File: src/common/pmpm_pkg.sv
/*
 * Package of the multiphase PWM phase manager: register offsets, reset values,
 * timing counts, the strap address table and the state record of the core.
 * Assumes a 20 MHz system clock and an AHB-Lite master with 32-bit data.
 */
// Function
// [RL1] apply one of eight stored configurations chosen by the configuration strap
// [RL2] two outputs share four phases, any mix per output
// [RL3] fixed-period modulator with independently placed leading and trailing edges
// [RL4] pulses of different phases may overlap
// [RL5] insert or remove pulses on regulation error, bounding average pulse rate
// [RL6] switching period stays constant under steady load
// [RL7] bus address comes from the sixteen-entry strap table
// [RL8] automatic phase drop is optional and driven by load current only
// [RL9] second output drops its lowest-numbered assigned phase first
// [RL10] first output drops its highest-numbered assigned phase first
// [RL11] one phase dropped per event, each after the programmed delay
// [RL12] regulation error above fast-add threshold readies all dropped phases
// [RL13] add and drop current thresholds are programmable
// [RL14] dropped phases get periodic low-side pulses to recharge bootstrap
// [RL15] command, margin high and margin low are writable while regulating
// [RL16] host keeps fault limits outside the commanded and margin voltages
// [RL17] every voltage target is clamped between minimum and maximum
// [RL18] an AVS target voltage may replace the commanded target
// [RL19] switching frequency programmable from 200 kHz to 1 MHz
// [RL20] host assigns second output downward from phase 3, first upward
// [RL21] drop delay restarts on every add or fast-add event
package pmpm_pkg;

	// ==================================================================
	// timing
	localparam int CLK_KHZ = 20000;
	localparam int FSW_MIN_KHZ = 200;
	localparam int FSW_MAX_KHZ = 1000;
	localparam int DROP_DLY_US = 1000;
	localparam int REFRESH_PER_US = 500;
	localparam int REFRESH_NS = 500;
	localparam logic [6:0] PER_MIN = 7'(CLK_KHZ / FSW_MAX_KHZ);
	localparam logic [6:0] PER_MAX = 7'(CLK_KHZ / FSW_MIN_KHZ);
	localparam logic [7:0] REFRESH_CYC = 8'((REFRESH_NS * CLK_KHZ + 999999) / 1000000);

	// ==================================================================
	// register offsets
	localparam logic [7:0] OFF_CTRL = 8'h00;
	localparam logic [7:0] OFF_PHMAP = 8'h04;
	localparam logic [7:0] OFF_PERIOD = 8'h08;
	localparam logic [7:0] OFF_DROPDLY = 8'h0c;
	localparam logic [7:0] OFF_REFPER = 8'h10;
	localparam logic [7:0] OFF_THR0 = 8'h14;
	localparam logic [7:0] OFF_THR1 = 8'h18;
	localparam logic [7:0] OFF_FASTTHR = 8'h1c;
	localparam logic [7:0] OFF_STATUS = 8'h20;
	localparam logic [3:0] REGION_EDGE = 4'h3;
	localparam logic [1:0] REGION_VOUT = 2'h1;
	localparam logic [2:0] REGION_CFG = 3'h4;
	localparam logic [2:0] VSUB_CMD = 3'h0;
	localparam logic [2:0] VSUB_MHI = 3'h1;
	localparam logic [2:0] VSUB_MLO = 3'h2;
	localparam logic [2:0] VSUB_MIN = 3'h3;
	localparam logic [2:0] VSUB_MAX = 3'h4;
	localparam logic [2:0] VSUB_TGT = 3'h5;

	// ==================================================================
	// control fields and reset values
	localparam int CTRL_RUN = 0;
	localparam int CTRL_AUTODROP = 1;
	localparam int CTRL_MSEL0 = 2;
	localparam logic [1:0] MSEL_HI = 2'h1;
	localparam logic [1:0] MSEL_LO = 2'h2;
	localparam logic [5:0] CTRL_RST = 6'h03;
	localparam logic [6:0] PER_RST = 7'h32;
	localparam logic [7:0] PHMAP_RST = 8'h0f;
	localparam logic [15:0] CFG_RST = {1'b0, PER_RST, PHMAP_RST};
	localparam logic [14:0] EDGE_RST = 15'h1900;
	localparam logic [15:0] THR_RST = 16'h6020;
	localparam logic [7:0] FASTTHR_RST = 8'h40;
	localparam logic [15:0] DROPDLY_RST = 16'(DROP_DLY_US * CLK_KHZ / 1000);
	localparam logic [15:0] REFPER_RST = 16'(REFRESH_PER_US * CLK_KHZ / 1000);
	localparam logic [15:0] VMAX_RST = 16'hffff;

	// strap code to 7-bit bus address, code 0 in the low bits
	localparam logic [111:0] ADDR_TABLE = {
		7'h5f, 7'h5e, 7'h5b, 7'h5a, 7'h57, 7'h56, 7'h53, 7'h52,
		7'h47, 7'h46, 7'h43, 7'h42, 7'h67, 7'h66, 7'h63, 7'h60};

	typedef enum logic {ST_LOAD, ST_RUN} pmpmStage_t;

	typedef struct packed {
		pmpmStage_t        stage;
		logic [5:0]        ctrl;
		logic [7:0][15:0]  cfg;
		logic [2:0]        cfgSel;
		logic [6:0]        busAddr;
		logic [7:0]        phMap;
		logic [6:0]        period;
		logic [6:0]        cnt;
		logic [3:0][14:0]  edges;
		logic [3:0]        act;
		logic [3:0]        pwm;
		logic [3:0]        refr;
		logic [3:0]        insUsed;
		logic [1:0][15:0]  dly;
		logic [15:0]       dropDly;
		logic [15:0]       refPer;
		logic [15:0]       refCnt;
		logic [7:0]        refOn;
		logic [1:0][15:0]  thr;
		logic [7:0]        fastThr;
		logic [1:0][15:0]  vcmd;
		logic [1:0][15:0]  vmhi;
		logic [1:0][15:0]  vmlo;
		logic [1:0][15:0]  vmin;
		logic [1:0][15:0]  vmax;
		logic [1:0][15:0]  avsV;
		logic [1:0]        avsMode;
		logic [1:0][15:0]  target;
		logic              ready;
		logic              wrPend;
		logic [7:0]        wrAddr;
		logic [31:0]       rdata;
	} pmpmState_t;

endpackage

File: src/rtl/pmpm_phase_manager.sv
/*
 * Multiphase PWM core: dual-edge modulator for four phases, phase-to-output
 * map, automatic drop and add, boot refresh, strap address and configuration
 * choice, clamped voltage targets, AHB-Lite register slave.
 * Assumes current and error inputs synchronous to clock; single word accesses.
 */
// Local design decisions: the AHB-Lite interface to the registers and the register addresses.
`timescale 1ns/1ps
module pmpm_phase_manager
	import pmpm_pkg::*;
(
	input  wire logic               clock,
	input  wire logic               rstn,
	input  wire logic               hsel,
	input  wire logic [31:0]        haddr,
	input  wire logic [1:0]         htrans,
	input  wire logic               hwrite,
	input  wire logic [2:0]         hsize,
	input  wire logic [31:0]        hwdata,
	input  wire logic               hready,
	output logic [31:0]             hrdata,
	output logic                    hreadyout,
	output logic                    hresp,
	input  wire logic [3:0]         addressStrapPin,
	input  wire logic [2:0]         configStrap,
	input  wire logic [7:0]         loadCurrent0,
	input  wire logic [7:0]         loadCurrent1,
	input  wire logic signed [7:0]  regError0,
	input  wire logic signed [7:0]  regError1,
	input  wire logic               avsValid,
	input  wire logic               avsRail,
	input  wire logic [15:0]        avsVoltage,
	output logic [3:0]              pwmOut,
	output logic [3:0]              refreshOut,
	output logic [6:0]              busAddress,
	output logic [15:0]             voutTarget0,
	output logic [15:0]             voutTarget1
);

	// ==================================================================
	// helpers
	function automatic logic [6:0] addrMap(input logic [3:0] code);
		return ADDR_TABLE[7 * code +: 7];
	endfunction

	function automatic logic [6:0] clampPer(input logic [6:0] p);
		return (p < PER_MIN) ? PER_MIN : ((p > PER_MAX) ? PER_MAX : p);
	endfunction

	function automatic logic [3:0] pickLow(input logic [3:0] m);
		return m & (~m + 4'h1);
	endfunction

	function automatic logic [3:0] pickHigh(input logic [3:0] m);
		logic [3:0] r;
		r = 4'h0;
		for (int i = 0; i < 4; i++) begin
			if (m[i]) r = 4'(1 << i);
		end
		return r;
	endfunction

	// phase-shifted count, a quarter period apart per phase
	function automatic logic [6:0] phCnt(input logic [6:0] c, input logic [6:0] per,
		input logic [1:0] idx);
		logic [7:0] s;
		s = {1'b0, c} + {3'b0, per[6:2]} * {6'b0, idx};
		return (s >= {1'b0, per}) ? 7'(s - {1'b0, per}) : s[6:0];
	endfunction

	function automatic logic [7:0] magOf(input logic signed [7:0] e);
		return e[7] ? 8'(-e) : 8'(e);
	endfunction

	function automatic logic [31:0] regRead(input pmpmState_t s, input logic [7:0] a);
		logic [31:0] r;
		r = 32'h0;
		case (a)
			OFF_CTRL:    r = 32'(s.ctrl);
			OFF_PHMAP:   r = 32'(s.phMap);
			OFF_PERIOD:  r = 32'(s.period);
			OFF_DROPDLY: r = 32'(s.dropDly);
			OFF_REFPER:  r = 32'(s.refPer);
			OFF_THR0:    r = 32'(s.thr[0]);
			OFF_THR1:    r = 32'(s.thr[1]);
			OFF_FASTTHR: r = 32'(s.fastThr);
			OFF_STATUS:  r = {13'h0, s.cfgSel, 1'b0, s.busAddr, s.pwm, s.act};
			default: begin
				if (a[7:4] == REGION_EDGE) r = 32'(s.edges[a[3:2]]);
				else if (a[7:6] == REGION_VOUT) begin
					case (a[4:2])
						VSUB_CMD: r = 32'(s.vcmd[a[5]]);
						VSUB_MHI: r = 32'(s.vmhi[a[5]]);
						VSUB_MLO: r = 32'(s.vmlo[a[5]]);
						VSUB_MIN: r = 32'(s.vmin[a[5]]);
						VSUB_MAX: r = 32'(s.vmax[a[5]]);
						VSUB_TGT: r = {15'h0, s.avsMode[a[5]], s.target[a[5]]};
						default:  r = 32'h0;
					endcase
				end else if (a[7:5] == REGION_CFG) r = 32'(s.cfg[a[4:2]]);
			end
		endcase
		return r;
	endfunction

	// ==================================================================
	// state
	pmpmState_t q;
	pmpmState_t n;
	logic [3:0]  am;
	logic [3:0]  a;
	logic [3:0]  pk;
	logic [7:0]  mag;
	logic [7:0]  load;
	logic [7:0]  insThr;
	logic [6:0]  pc;
	logic        errPos;
	logic        errBig;
	logic [15:0] raw;

	// next-state logic
	always_comb begin
		n = q;
		am = 4'h0;
		a = 4'h0;
		pk = 4'h0;
		mag = 8'h0;
		load = 8'h0;
		pc = 7'h0;
		errPos = 1'b0;
		errBig = 1'b0;
		raw = 16'h0;
		insThr = {1'b0, q.fastThr[7:1]};
		n.ready = 1'b1;

		// write data phase
		if (q.wrPend) begin
			case (q.wrAddr)
				OFF_CTRL:  n.ctrl = hwdata[5:0];
				OFF_PHMAP: n.phMap = hwdata[7:0];
				OFF_PERIOD: begin
					n.period = clampPer(hwdata[6:0]); // RL19
					n.cnt = 7'h0;
				end
				OFF_DROPDLY: n.dropDly = hwdata[15:0];
				OFF_REFPER:  n.refPer = hwdata[15:0];
				OFF_THR0:    n.thr[0] = hwdata[15:0]; // RL13
				OFF_THR1:    n.thr[1] = hwdata[15:0]; // RL13
				OFF_FASTTHR: n.fastThr = hwdata[7:0];
				default: begin
					if (q.wrAddr[7:4] == REGION_EDGE) n.edges[q.wrAddr[3:2]] = hwdata[14:0];
					else if (q.wrAddr[7:6] == REGION_VOUT) begin
						case (q.wrAddr[4:2])
							VSUB_CMD: begin
								n.vcmd[q.wrAddr[5]] = hwdata[15:0]; // RL15
								n.avsMode[q.wrAddr[5]] = 1'b0;
							end
							VSUB_MHI: n.vmhi[q.wrAddr[5]] = hwdata[15:0]; // RL15
							VSUB_MLO: n.vmlo[q.wrAddr[5]] = hwdata[15:0]; // RL15
							VSUB_MIN: n.vmin[q.wrAddr[5]] = hwdata[15:0];
							VSUB_MAX: n.vmax[q.wrAddr[5]] = hwdata[15:0];
							default:  n.vmin[q.wrAddr[5]] = q.vmin[q.wrAddr[5]];
						endcase
					end else if (q.wrAddr[7:5] == REGION_CFG)
						n.cfg[q.wrAddr[4:2]] = hwdata[15:0];
				end
			endcase
		end
		n.wrPend = hsel && hready && htrans[1] && hwrite;
		n.wrAddr = haddr[7:0];

		// fast target path, wins over a same-cycle command write
		if (avsValid) begin
			n.avsV[avsRail] = avsVoltage; // RL18
			n.avsMode[avsRail] = 1'b1; // RL18
		end

		case (q.stage)
			ST_LOAD: begin
				// straps caught once, after reset release
				n.cfgSel = configStrap;
				n.busAddr = addrMap(addressStrapPin); // RL7
				n.phMap = q.cfg[configStrap][7:0]; // RL1
				n.period = clampPer(q.cfg[configStrap][14:8]); // RL1
				n.cnt = 7'h0;
				// every assigned phase starts active; load current then trims the count
				n.act = q.cfg[configStrap][3:0]; // RL2
				n.stage = ST_RUN;
			end
			ST_RUN: begin
				// carrier count, fixed period
				if (q.wrPend && q.wrAddr == OFF_PERIOD) n.cnt = 7'h0;
				else if (q.cnt >= q.period - 7'h1) n.cnt = 7'h0; // RL6
				else n.cnt = q.cnt + 7'h1;

				// phase add and drop per output
				n.act = q.act & q.phMap[3:0]; // RL2
				for (int o = 0; o < 2; o++) begin
					am = q.phMap[3:0] & (o == 1 ? q.phMap[7:4] : ~q.phMap[7:4]); // RL2
					a = n.act & am;
					mag = magOf(o == 1 ? regError1 : regError0);
					load = (o == 1) ? loadCurrent1 : loadCurrent0;
					if (mag > q.fastThr || !q.ctrl[CTRL_AUTODROP]) begin
						n.act = n.act | am; // RL12 RL8
						n.dly[o] = 16'h0; // RL21
					end else if (load > q.thr[o][15:8] && (am & ~a) != 4'h0) begin
						pk = (o == 1) ? pickHigh(am & ~a) : pickLow(am & ~a);
						n.act = n.act | pk; // RL8
						n.dly[o] = 16'h0; // RL21
					end else if (load < q.thr[o][7:0] && (a & (a - 4'h1)) != 4'h0) begin
						if (q.dly[o] >= q.dropDly) begin
							pk = (o == 1) ? pickLow(a) : pickHigh(a); // RL9 RL10
							n.act = n.act & ~pk; // RL11
							n.dly[o] = 16'h0;
						end else n.dly[o] = q.dly[o] + 16'h1; // RL11
					end else n.dly[o] = 16'h0;
				end
				if (!q.ctrl[CTRL_RUN]) n.act = 4'h0;
			end
			default: n.stage = ST_LOAD;
		endcase

		// dual-edge modulator, each phase on its own edges
		for (int i = 0; i < 4; i++) begin
			pc = phCnt(q.cnt, q.period, 2'(i));
			mag = magOf(q.phMap[4 + i] ? regError1 : regError0);
			errPos = !(q.phMap[4 + i] ? regError1[7] : regError0[7]);
			errBig = mag > insThr;
			// an inserted pulse ends at the period boundary
			if (pc == 7'h0) begin
				n.insUsed[i] = 1'b0; // RL5
				if (q.insUsed[i]) n.pwm[i] = 1'b0; // RL5
			end
			if (pc == q.edges[i][14:8]) n.pwm[i] = 1'b0; // RL3
			if (pc == q.edges[i][6:0]) n.pwm[i] = !(errBig && !errPos); // RL3 RL5
			// one extra pulse per period at most bounds the average rate
			if (errBig && errPos && !q.insUsed[i] && !q.pwm[i] && pc > q.edges[i][14:8]) begin
				n.pwm[i] = 1'b1; // RL5 RL4
				n.insUsed[i] = 1'b1;
			end
			if (!n.act[i]) n.pwm[i] = 1'b0;
		end

		// boot refresh of dropped phases
		if (q.refCnt >= q.refPer) begin
			n.refCnt = 16'h0;
			n.refOn = REFRESH_CYC; // RL14
		end else begin
			n.refCnt = q.refCnt + 16'h1;
			if (q.refOn != 8'h0) n.refOn = q.refOn - 8'h1;
		end
		n.refr = (n.refOn != 8'h0 && n.stage == ST_RUN && n.ctrl[CTRL_RUN]) ?
			(n.phMap[3:0] & ~n.act) : 4'h0; // RL14

		// voltage targets
		for (int o = 0; o < 2; o++) begin
			case (q.ctrl[CTRL_MSEL0 + 2 * o +: 2])
				MSEL_HI: raw = q.vmhi[o];
				MSEL_LO: raw = q.vmlo[o];
				default: raw = q.vcmd[o];
			endcase
			if (q.avsMode[o]) raw = q.avsV[o]; // RL18
			if (raw > q.vmax[o]) n.target[o] = q.vmax[o]; // RL17
			else if (raw < q.vmin[o]) n.target[o] = q.vmin[o]; // RL17
			else n.target[o] = raw;
		end

		// read data for the next data phase, reflecting this cycle's write
		if (hsel && hready && htrans[1] && !hwrite) n.rdata = regRead(n, haddr[7:0]);
	end

	// state register
	always_ff @(posedge clock or negedge rstn) begin
		if (!rstn) begin
			q <= '0;
			q.ctrl <= CTRL_RST;
			q.cfg <= {8{CFG_RST}};
			q.phMap <= PHMAP_RST;
			q.period <= PER_RST;
			q.edges <= {4{EDGE_RST}};
			q.dropDly <= DROPDLY_RST;
			q.refPer <= REFPER_RST;
			q.thr <= {2{THR_RST}};
			q.fastThr <= FASTTHR_RST;
			q.vmax <= {2{VMAX_RST}};
		end else begin
			q <= n;
		end
	end

	// outputs
	assign hrdata = q.rdata;
	assign hreadyout = q.ready;
	assign hresp = 1'b0;
	assign pwmOut = q.pwm;
	assign refreshOut = q.refr;
	assign busAddress = q.busAddr;
	assign voutTarget0 = q.target[0];
	assign voutTarget1 = q.target[1];

	logic [3:0] am0;
	logic [3:0] am1;
	assign am0 = q.phMap[3:0] & ~q.phMap[7:4];
	assign am1 = q.phMap[3:0] & q.phMap[7:4];
endmodule // pmpm_phase_manager

File: config.mk
export PLATFORM = sky130hd
export DESIGN_NAME = pmpm_phase_manager
export DESIGN_NICKNAME = d
export VERILOG_FILES = /design/src/common/pmpm_pkg.sv /design/src/rtl/pmpm_phase_manager.sv
export SDC_FILE = /design/constraint.sdc
export NUM_CORES = 2
export LEC_CHECK = 0
export BUFFER_PORTS_ARGS = -buffer_cell sky130_fd_sc_hd__buf_2
export CORE_UTILIZATION = 45
export DETAILED_ROUTE_END_ITERATION = 8
export GPL_TIMING_DRIVEN = 0
export PLACE_DENSITY = 0.71
export SLEW_MARGIN = 25
export SYNTH_ARGS = -nofsm -noshare
export SYNTH_HDL_FRONTEND = slang
export SYNTH_SLANG_ARGS = --single-unit
File: constraint.sdc
create_clock -name clock -period 5.4 [get_ports clock]
set_input_delay 1.08 -clock clock [delete_from_list [all_inputs] [get_ports clock]]
set_output_delay 1.08 -clock clock [all_outputs]
set_load 0.05 [all_outputs]
[Yosys cells after proc, flatten, opt, wreduce, memory -nomap -nowiden]
Index checks and enable logic that the tools add are counted.
Operators by class
  reduce and logical (&&, ||, !) cells: 74
  add/subtract/negate cells: 23
  muxes and demuxes: 184
  $lt $le $gt $ge: 42
  multipliers: 2
  shifts and indexed selects: 1
  eq/ne operators: 42
  div/mod/pow operators: 0
  bitwise logic cells: 29
Operator list (number)
  16-bit 2-to-1 mux: 37
  128-bit 2-to-1 mux: 4
  160-bit 2-to-1 mux: 3
  32-bit one-hot mux with 9 select lines: 1
  32-bit bitwise mux: 7
  32-bit 2-to-1 mux: 7
  200-bit 2-to-1 mux: 1
  134-bit 2-to-1 mux: 1
  128-bit bitwise mux: 1
  60-bit 2-to-1 mux: 2
  112-bit by 8-bit variable part select with 7-bit output, first input constant: 1
  8-bit 2-to-1 mux: 13
  17-bit one-hot mux with 6 select lines: 1
  4-bit 2-to-1 mux: 25
  16-bit binary-select mux with 3-bit select: 2
  82-bit 2-to-1 mux: 1
  7-bit 2-to-1 mux: 10
  8-bit by 5-bit equality test with 1-bit output, second input constant: 8
  16-bit one-hot mux with 2 select lines: 2
  32-bit one-hot mux with 2 select lines: 1
  60-bit bitwise mux: 1
  4-bit AND: 14
  7-bit equality test: 8
  16-bit by 1-bit adder with 16-bit output, second input constant: 3
  other kinds (69): 243
Word-level totals
  bits in writable memories: 0
  bits in registers: 638
  bits in latches: 0
  memory bits (read-only): 0
  output and inout bits: 81
  memories: 0
  logic and storage cells: 450
  bits of input ports: 131

[Longest topological paths before layout]
  depth in word-level cells: 37
  depth in mapped cells: 23

[Least setup slack after synthesis]
OpenSTA, ideal clock, no wires.
  kind: register to register
  from: register q[473] in the netlist's numbering
  to: register q, in the netlist hrdata[7]
  setup slack: 190 ps
  buffers on the path: 2
  setup time: 126 ps
  stages on the path, launching flop included: 22
  data arrival time: 5083 ps
  path through: dfrtp_1 > fa_1 > ha_1 > fa_1 > xnor2_1 > inv_1 > ha_1 > clkbuf_1 > o21ai_0 > o21ai_0 > a221o_1 > clkbuf_1 > mux2_2 > ha_1 > o21a_1 > o21a_1 > o21ai_0 > nand2b_1 > a211oi_1 > o32a_1 > mux2_2 > o22ai_1
On the way
  word-level cells in the longest chain between the ends: 10
  elaborated cells on any way between the ends: 15
RTL lines
  start: declaration: line pmpm_phase_manager.sv:108  | pmpmState_t q;
  start signal: assignment: line pmpm_phase_manager.sv:287  | q <= n;
  7-bit by 7-bit adder with 8-bit output (*): line pmpm_phase_manager.sv:67  | s = {1'b0, c} + {3'b0, per[6:2]} * {6'b0, idx};
  7-bit subtractor or 8-bit by 7-bit greater-or-equal comparator with 1-bit output (tied branches): line pmpm_phase_manager.sv:68  | return (s >= {1'b0, per}) ? 7'(s - {1'b0, per}) : s[6:0];
  7-bit 2-to-1 mux (*): line pmpm_phase_manager.sv:68
  branches (longest 4 deep; another with 7-bit greater-than comparator)
  1-bit 2-to-1 mux (*): line pmpm_phase_manager.sv:237  | if (errBig && errPos && !q.insUsed[i] && !q.pwm[i] && pc > q.edges[i][14:8]) begin
  1-bit 2-to-1 mux (*): line pmpm_phase_manager.sv:241  | if (!n.act[i]) n.pwm[i] = 1'b0;
  32-bit one-hot mux with 9 select lines (*): line pmpm_phase_manager.sv:78  | case (a)
Mark *: on every way between the ends.
A chain may end at the register's enable or synchronous reset.

==> flow_summary.yaml <==
global_route:
  grt_max_degree: 94
  grt_overflow: 0
  grt_usage: 0.347
  antenna_found_initial: 11
  grt_pass1_vias: 36100
  grt_pass1_wl_um: 241000
placement:
  gp_congestion: 1.06
  portBuffers: 143
  placedCellCount: 5729
  dp_hpwl_um: 127000
  place_ws_ns: -0.828
critical_path:
  r2r_start: "q[636]"
  r2r_cells: 17
  crit_fanout: 10
  rrSetupSlack_ns: -0.08
  cp.required_ns: 5.86
  cp-start-kind: "flip-flop"
  end_kind: "flip-flop"
  crit_arrival_ns: 5.94
  r2r_end: "hrdata[11]"
  path_class: "flip-flop to flip-flop"
pwr:
  ir_worst_vdd_mv: 0.262
  seq_power_share: 0.339
  p_switching_w: 0.00585
  pwr-share-clk: 0.328
  p_int_w: 0.0102
  pwr-share-comb: 0.334
  power-per-cell-area_nw_per_um2: 338
  netSwitchingFraction: 0.364
  power.leakage_nw: 21.2
cts:
  cts_tree: "built"
  path_clk_slew_ns: 0.07
  cts_buffers: 74
  cts_root_buf: "clkbuf_16"
  htreeDepth: 3
  clock_path_buffers: 3
  clock_latency_ns: 0.66
  clock-sinks: 625
logic_synthesis:
  synth_top_area_cell: "dfrtp_1"
  synth_seq_cells: 625
  syn-instance-count: 4322
  async_reset_ff_frac: 1.00
  synth_ff_type: "dfrtp_1"
  syn_avg_cell_area_um2: 9.73
  yosys_warnings: 0
  synth_cell_types: 95
  yosysSeqAreaShare: 0.376
  synth_edf_count: 0
  synth_area_um2: 42000
  synth.area.top_cells: "dfrtp_1 (30%), mux2_2 (9.6%), ha_1 (8.4%)"
  yosysTopAreaCellShare: 0.297
finish:
  final_cells: 5890
  drive_gt1_frac: 0.231
  area_growth_pct: 13.4
  multiInputGateArea_um2: 24200
  fill_cells: 8387
  final_nets: 5012
  regArea_um2: 15800
die:
  core-area_um2: 92100
  dieArea_um2: 94600
  ios: 212
  die_w_um: 308
  fp-row-count: 111
  start_util: 0.457
  die_y_um: 308
timing:
  report.final.slew_viol_count: 0
  hold_viol: 0
  hold_slack_ns: 0.426
  worst_slack_ns: -0.0780
  worst_pin_slew_ns: 1.20
  final.min_clock_period_ns: 5.48
  max_slew_margin: 0.203
  setup-violations-final: 1
  finalCritPeriodShare: 1.01
  fmaxAchievable_ghz: 0.183
  fin_skew_ns: 0.0473
outcome:
  status: "complete, but fails checks"
  violations: "negative setup slack"
route:
  wl_per_cell_um: 28.2
  vias_per_cell: 6.38
  drtIter0Drc: 4597
  route.detailed.drc: 0
  wl_um: 166000
  dr.pass1.iters: 9
  num_vias: 37600
  ant_nets: 0
job:
  cap_violations: 0
worst_hold_path:
  hp-class: "primary input to asynchronous set/reset pin"
cell type report:
class                      instances  area share
clock buffer                     110      0.0455
multi-input combinational       3136       0.507
timing repair buffer             180      0.0239
sequential                       625       0.331
inverter                         256      0.0202
buffer                           314      0.0321
tap                             1243      0.0326
clock inverter                    24     0.00680
antenna                            2    0.000105
worst max path at each step:
stage                             to   start  cells past startpoint  slack, ns
after floorplan            hrdata[7]  q[473]                     21       0.19
after global placement        q[399]    rstn                      1     -10.14
after detailed placement   hrdata[7]  q[473]                     21      -0.83
after CTS                  hrdata[7]  q[484]                     19      -0.01
after global routing       hrdata[7]  q[483]                     22      -0.05
final                     hrdata[11]  q[636]                     17      -0.08
worst max-delay path: stages (launching register included):
cell and delay [ns]:
dfrtp_1 0.42, inv_1 0.07, ha_1 0.14, clkbuf_1 0.35, clkbuf_2 0.41, a22oi_1 0.14, nor2_1 0.14, a21oi_1 0.07
o21ai_0 0.40, ha_1 0.33, and2_1 0.18, a221o_1 0.34, a221oi_1 0.37, a31oi_2 0.26, o31ai_2 0.63, mux2i_1 0.32
o211a_1 0.28, a211oi_1 0.42
what timing repair did:
action                                 4_1_cts  5_1_grt
hold buffers                                 0        0
pin swaps                                    2       13
endpoints found under the hold margin        0        0
setup endpoints to repair                   23       21
setup buffers                               11       18
gates resized for setup                     47       55
routing by layer:
metal  wire length [um]  vias up  GRT usage
met5                 56        -          0
met4              10100        8      0.183
li1                   -    16200          -
met1              66700    18600      0.467
met3              19400      498     0.0957
met2              69900     2265      0.506
cell usage after synthesis (24+ instances only):
| library cell | n |
|---|---|
| nor3_1 | 59 |
| nor2b_1 | 44 |
| o21ai_0 | 299 |
| a22oi_1 | 83 |
| clkbuf_1 | 196 |
| a21o_1 | 40 |
| o31ai_1 | 25 |
| dfrtp_1 | 499 |
| nand3_1 | 114 |
| and3_1 | 47 |
| xnor2_1 | 57 |
| inv_1 | 255 |
| mux2_2 | 359 |
| nand2_1 | 410 |
| nand2b_1 | 50 |
| ha_1 | 283 |
| buf_4 | 80 |
| a211oi_1 | 47 |
| xor2_1 | 43 |
| nor2_1 | 227 |
| mux2i_1 | 123 |
| o21a_1 | 33 |
| a21oi_1 | 204 |
| o22ai_1 | 24 |
| mux4_2 | 66 |
| dfstp_2 | 126 |
| a221oi_1 | 29 |
| nand4_1 | 42 |
| nor3b_1 | 24 |
| o211ai_1 | 51 |
logic make-up after synthesis:
group | Yosys count | share of synthesized area
buf+inv | 574 | 0.0590
compound gates | 1029 | 0.159
xor+xnor | 101 | 0.0214
mux | 556 | 0.163
fa+ha+maj | 296 | 0.0899
flops | 625 | 0.376
other cells | 2 | 0.000179
simple gates | 1139 | 0.132
power groups by stage:
stage | Clock [W] | Sequential, W | Combinational [W]
floorplan | 0 | 0.00535 | 0.00351
global placement | 0 | 0.00550 | 0.00481
detailed placement | 0 | 0.00551 | 0.00490
CTS | 0.00527 | 0.00543 | 0.00505
global route | 0.00547 | 0.00548 | 0.00578
finish | 0.00527 | 0.00545 | 0.00537
flip-flops by register name (all words and copies together) (netlist names):
signal / count
voutTarget0: 16
q: 551
voutTarget1: 16
hreadyout: 1
refreshOut: 4
busAddress: 7
hrdata: 19
pwmOut: 4
insThr: 7
layout by cell type, fill, tap and decap left out, types with 114 or more instances in the layout:
| cell | synthesis | layout |
|---|---|---|
| nand2_1 | 410 | 410 |
| nor2_1 | 227 | 224 |
| a21oi_1 | 204 | 196 |
| mux2_2 | 359 | 359 |
| dfstp_2 | 126 | 126 |
| inv_1 | 255 | 255 |
| o21ai_0 | 299 | 284 |
| dfrtp_1 | 499 | 492 |
| ha_1 | 283 | 274 |
| nand3_1 | 114 | 114 |
| buf_2 | 20 | 164 |
| mux2i_1 | 123 | 120 |
| clkbuf_1 | 196 | 192 |
per-stage QoR:
step            util  instance area [um^2]  power [W]  setup TNS (ns)
2_1_floorplan      -                 42100    0.00886               0
3_3_place_gp   0.482                 44400     0.0103        -5760.10
3_5_place_dp   0.485                 44600     0.0104           -7.64
4_1_cts        0.514                 47300     0.0158         -0.0144
5_1_grt        0.518                 47700     0.0167         -0.0826
6_report       0.518                 47700     0.0161         -0.0780
Power figures use the tool's default switching activity.
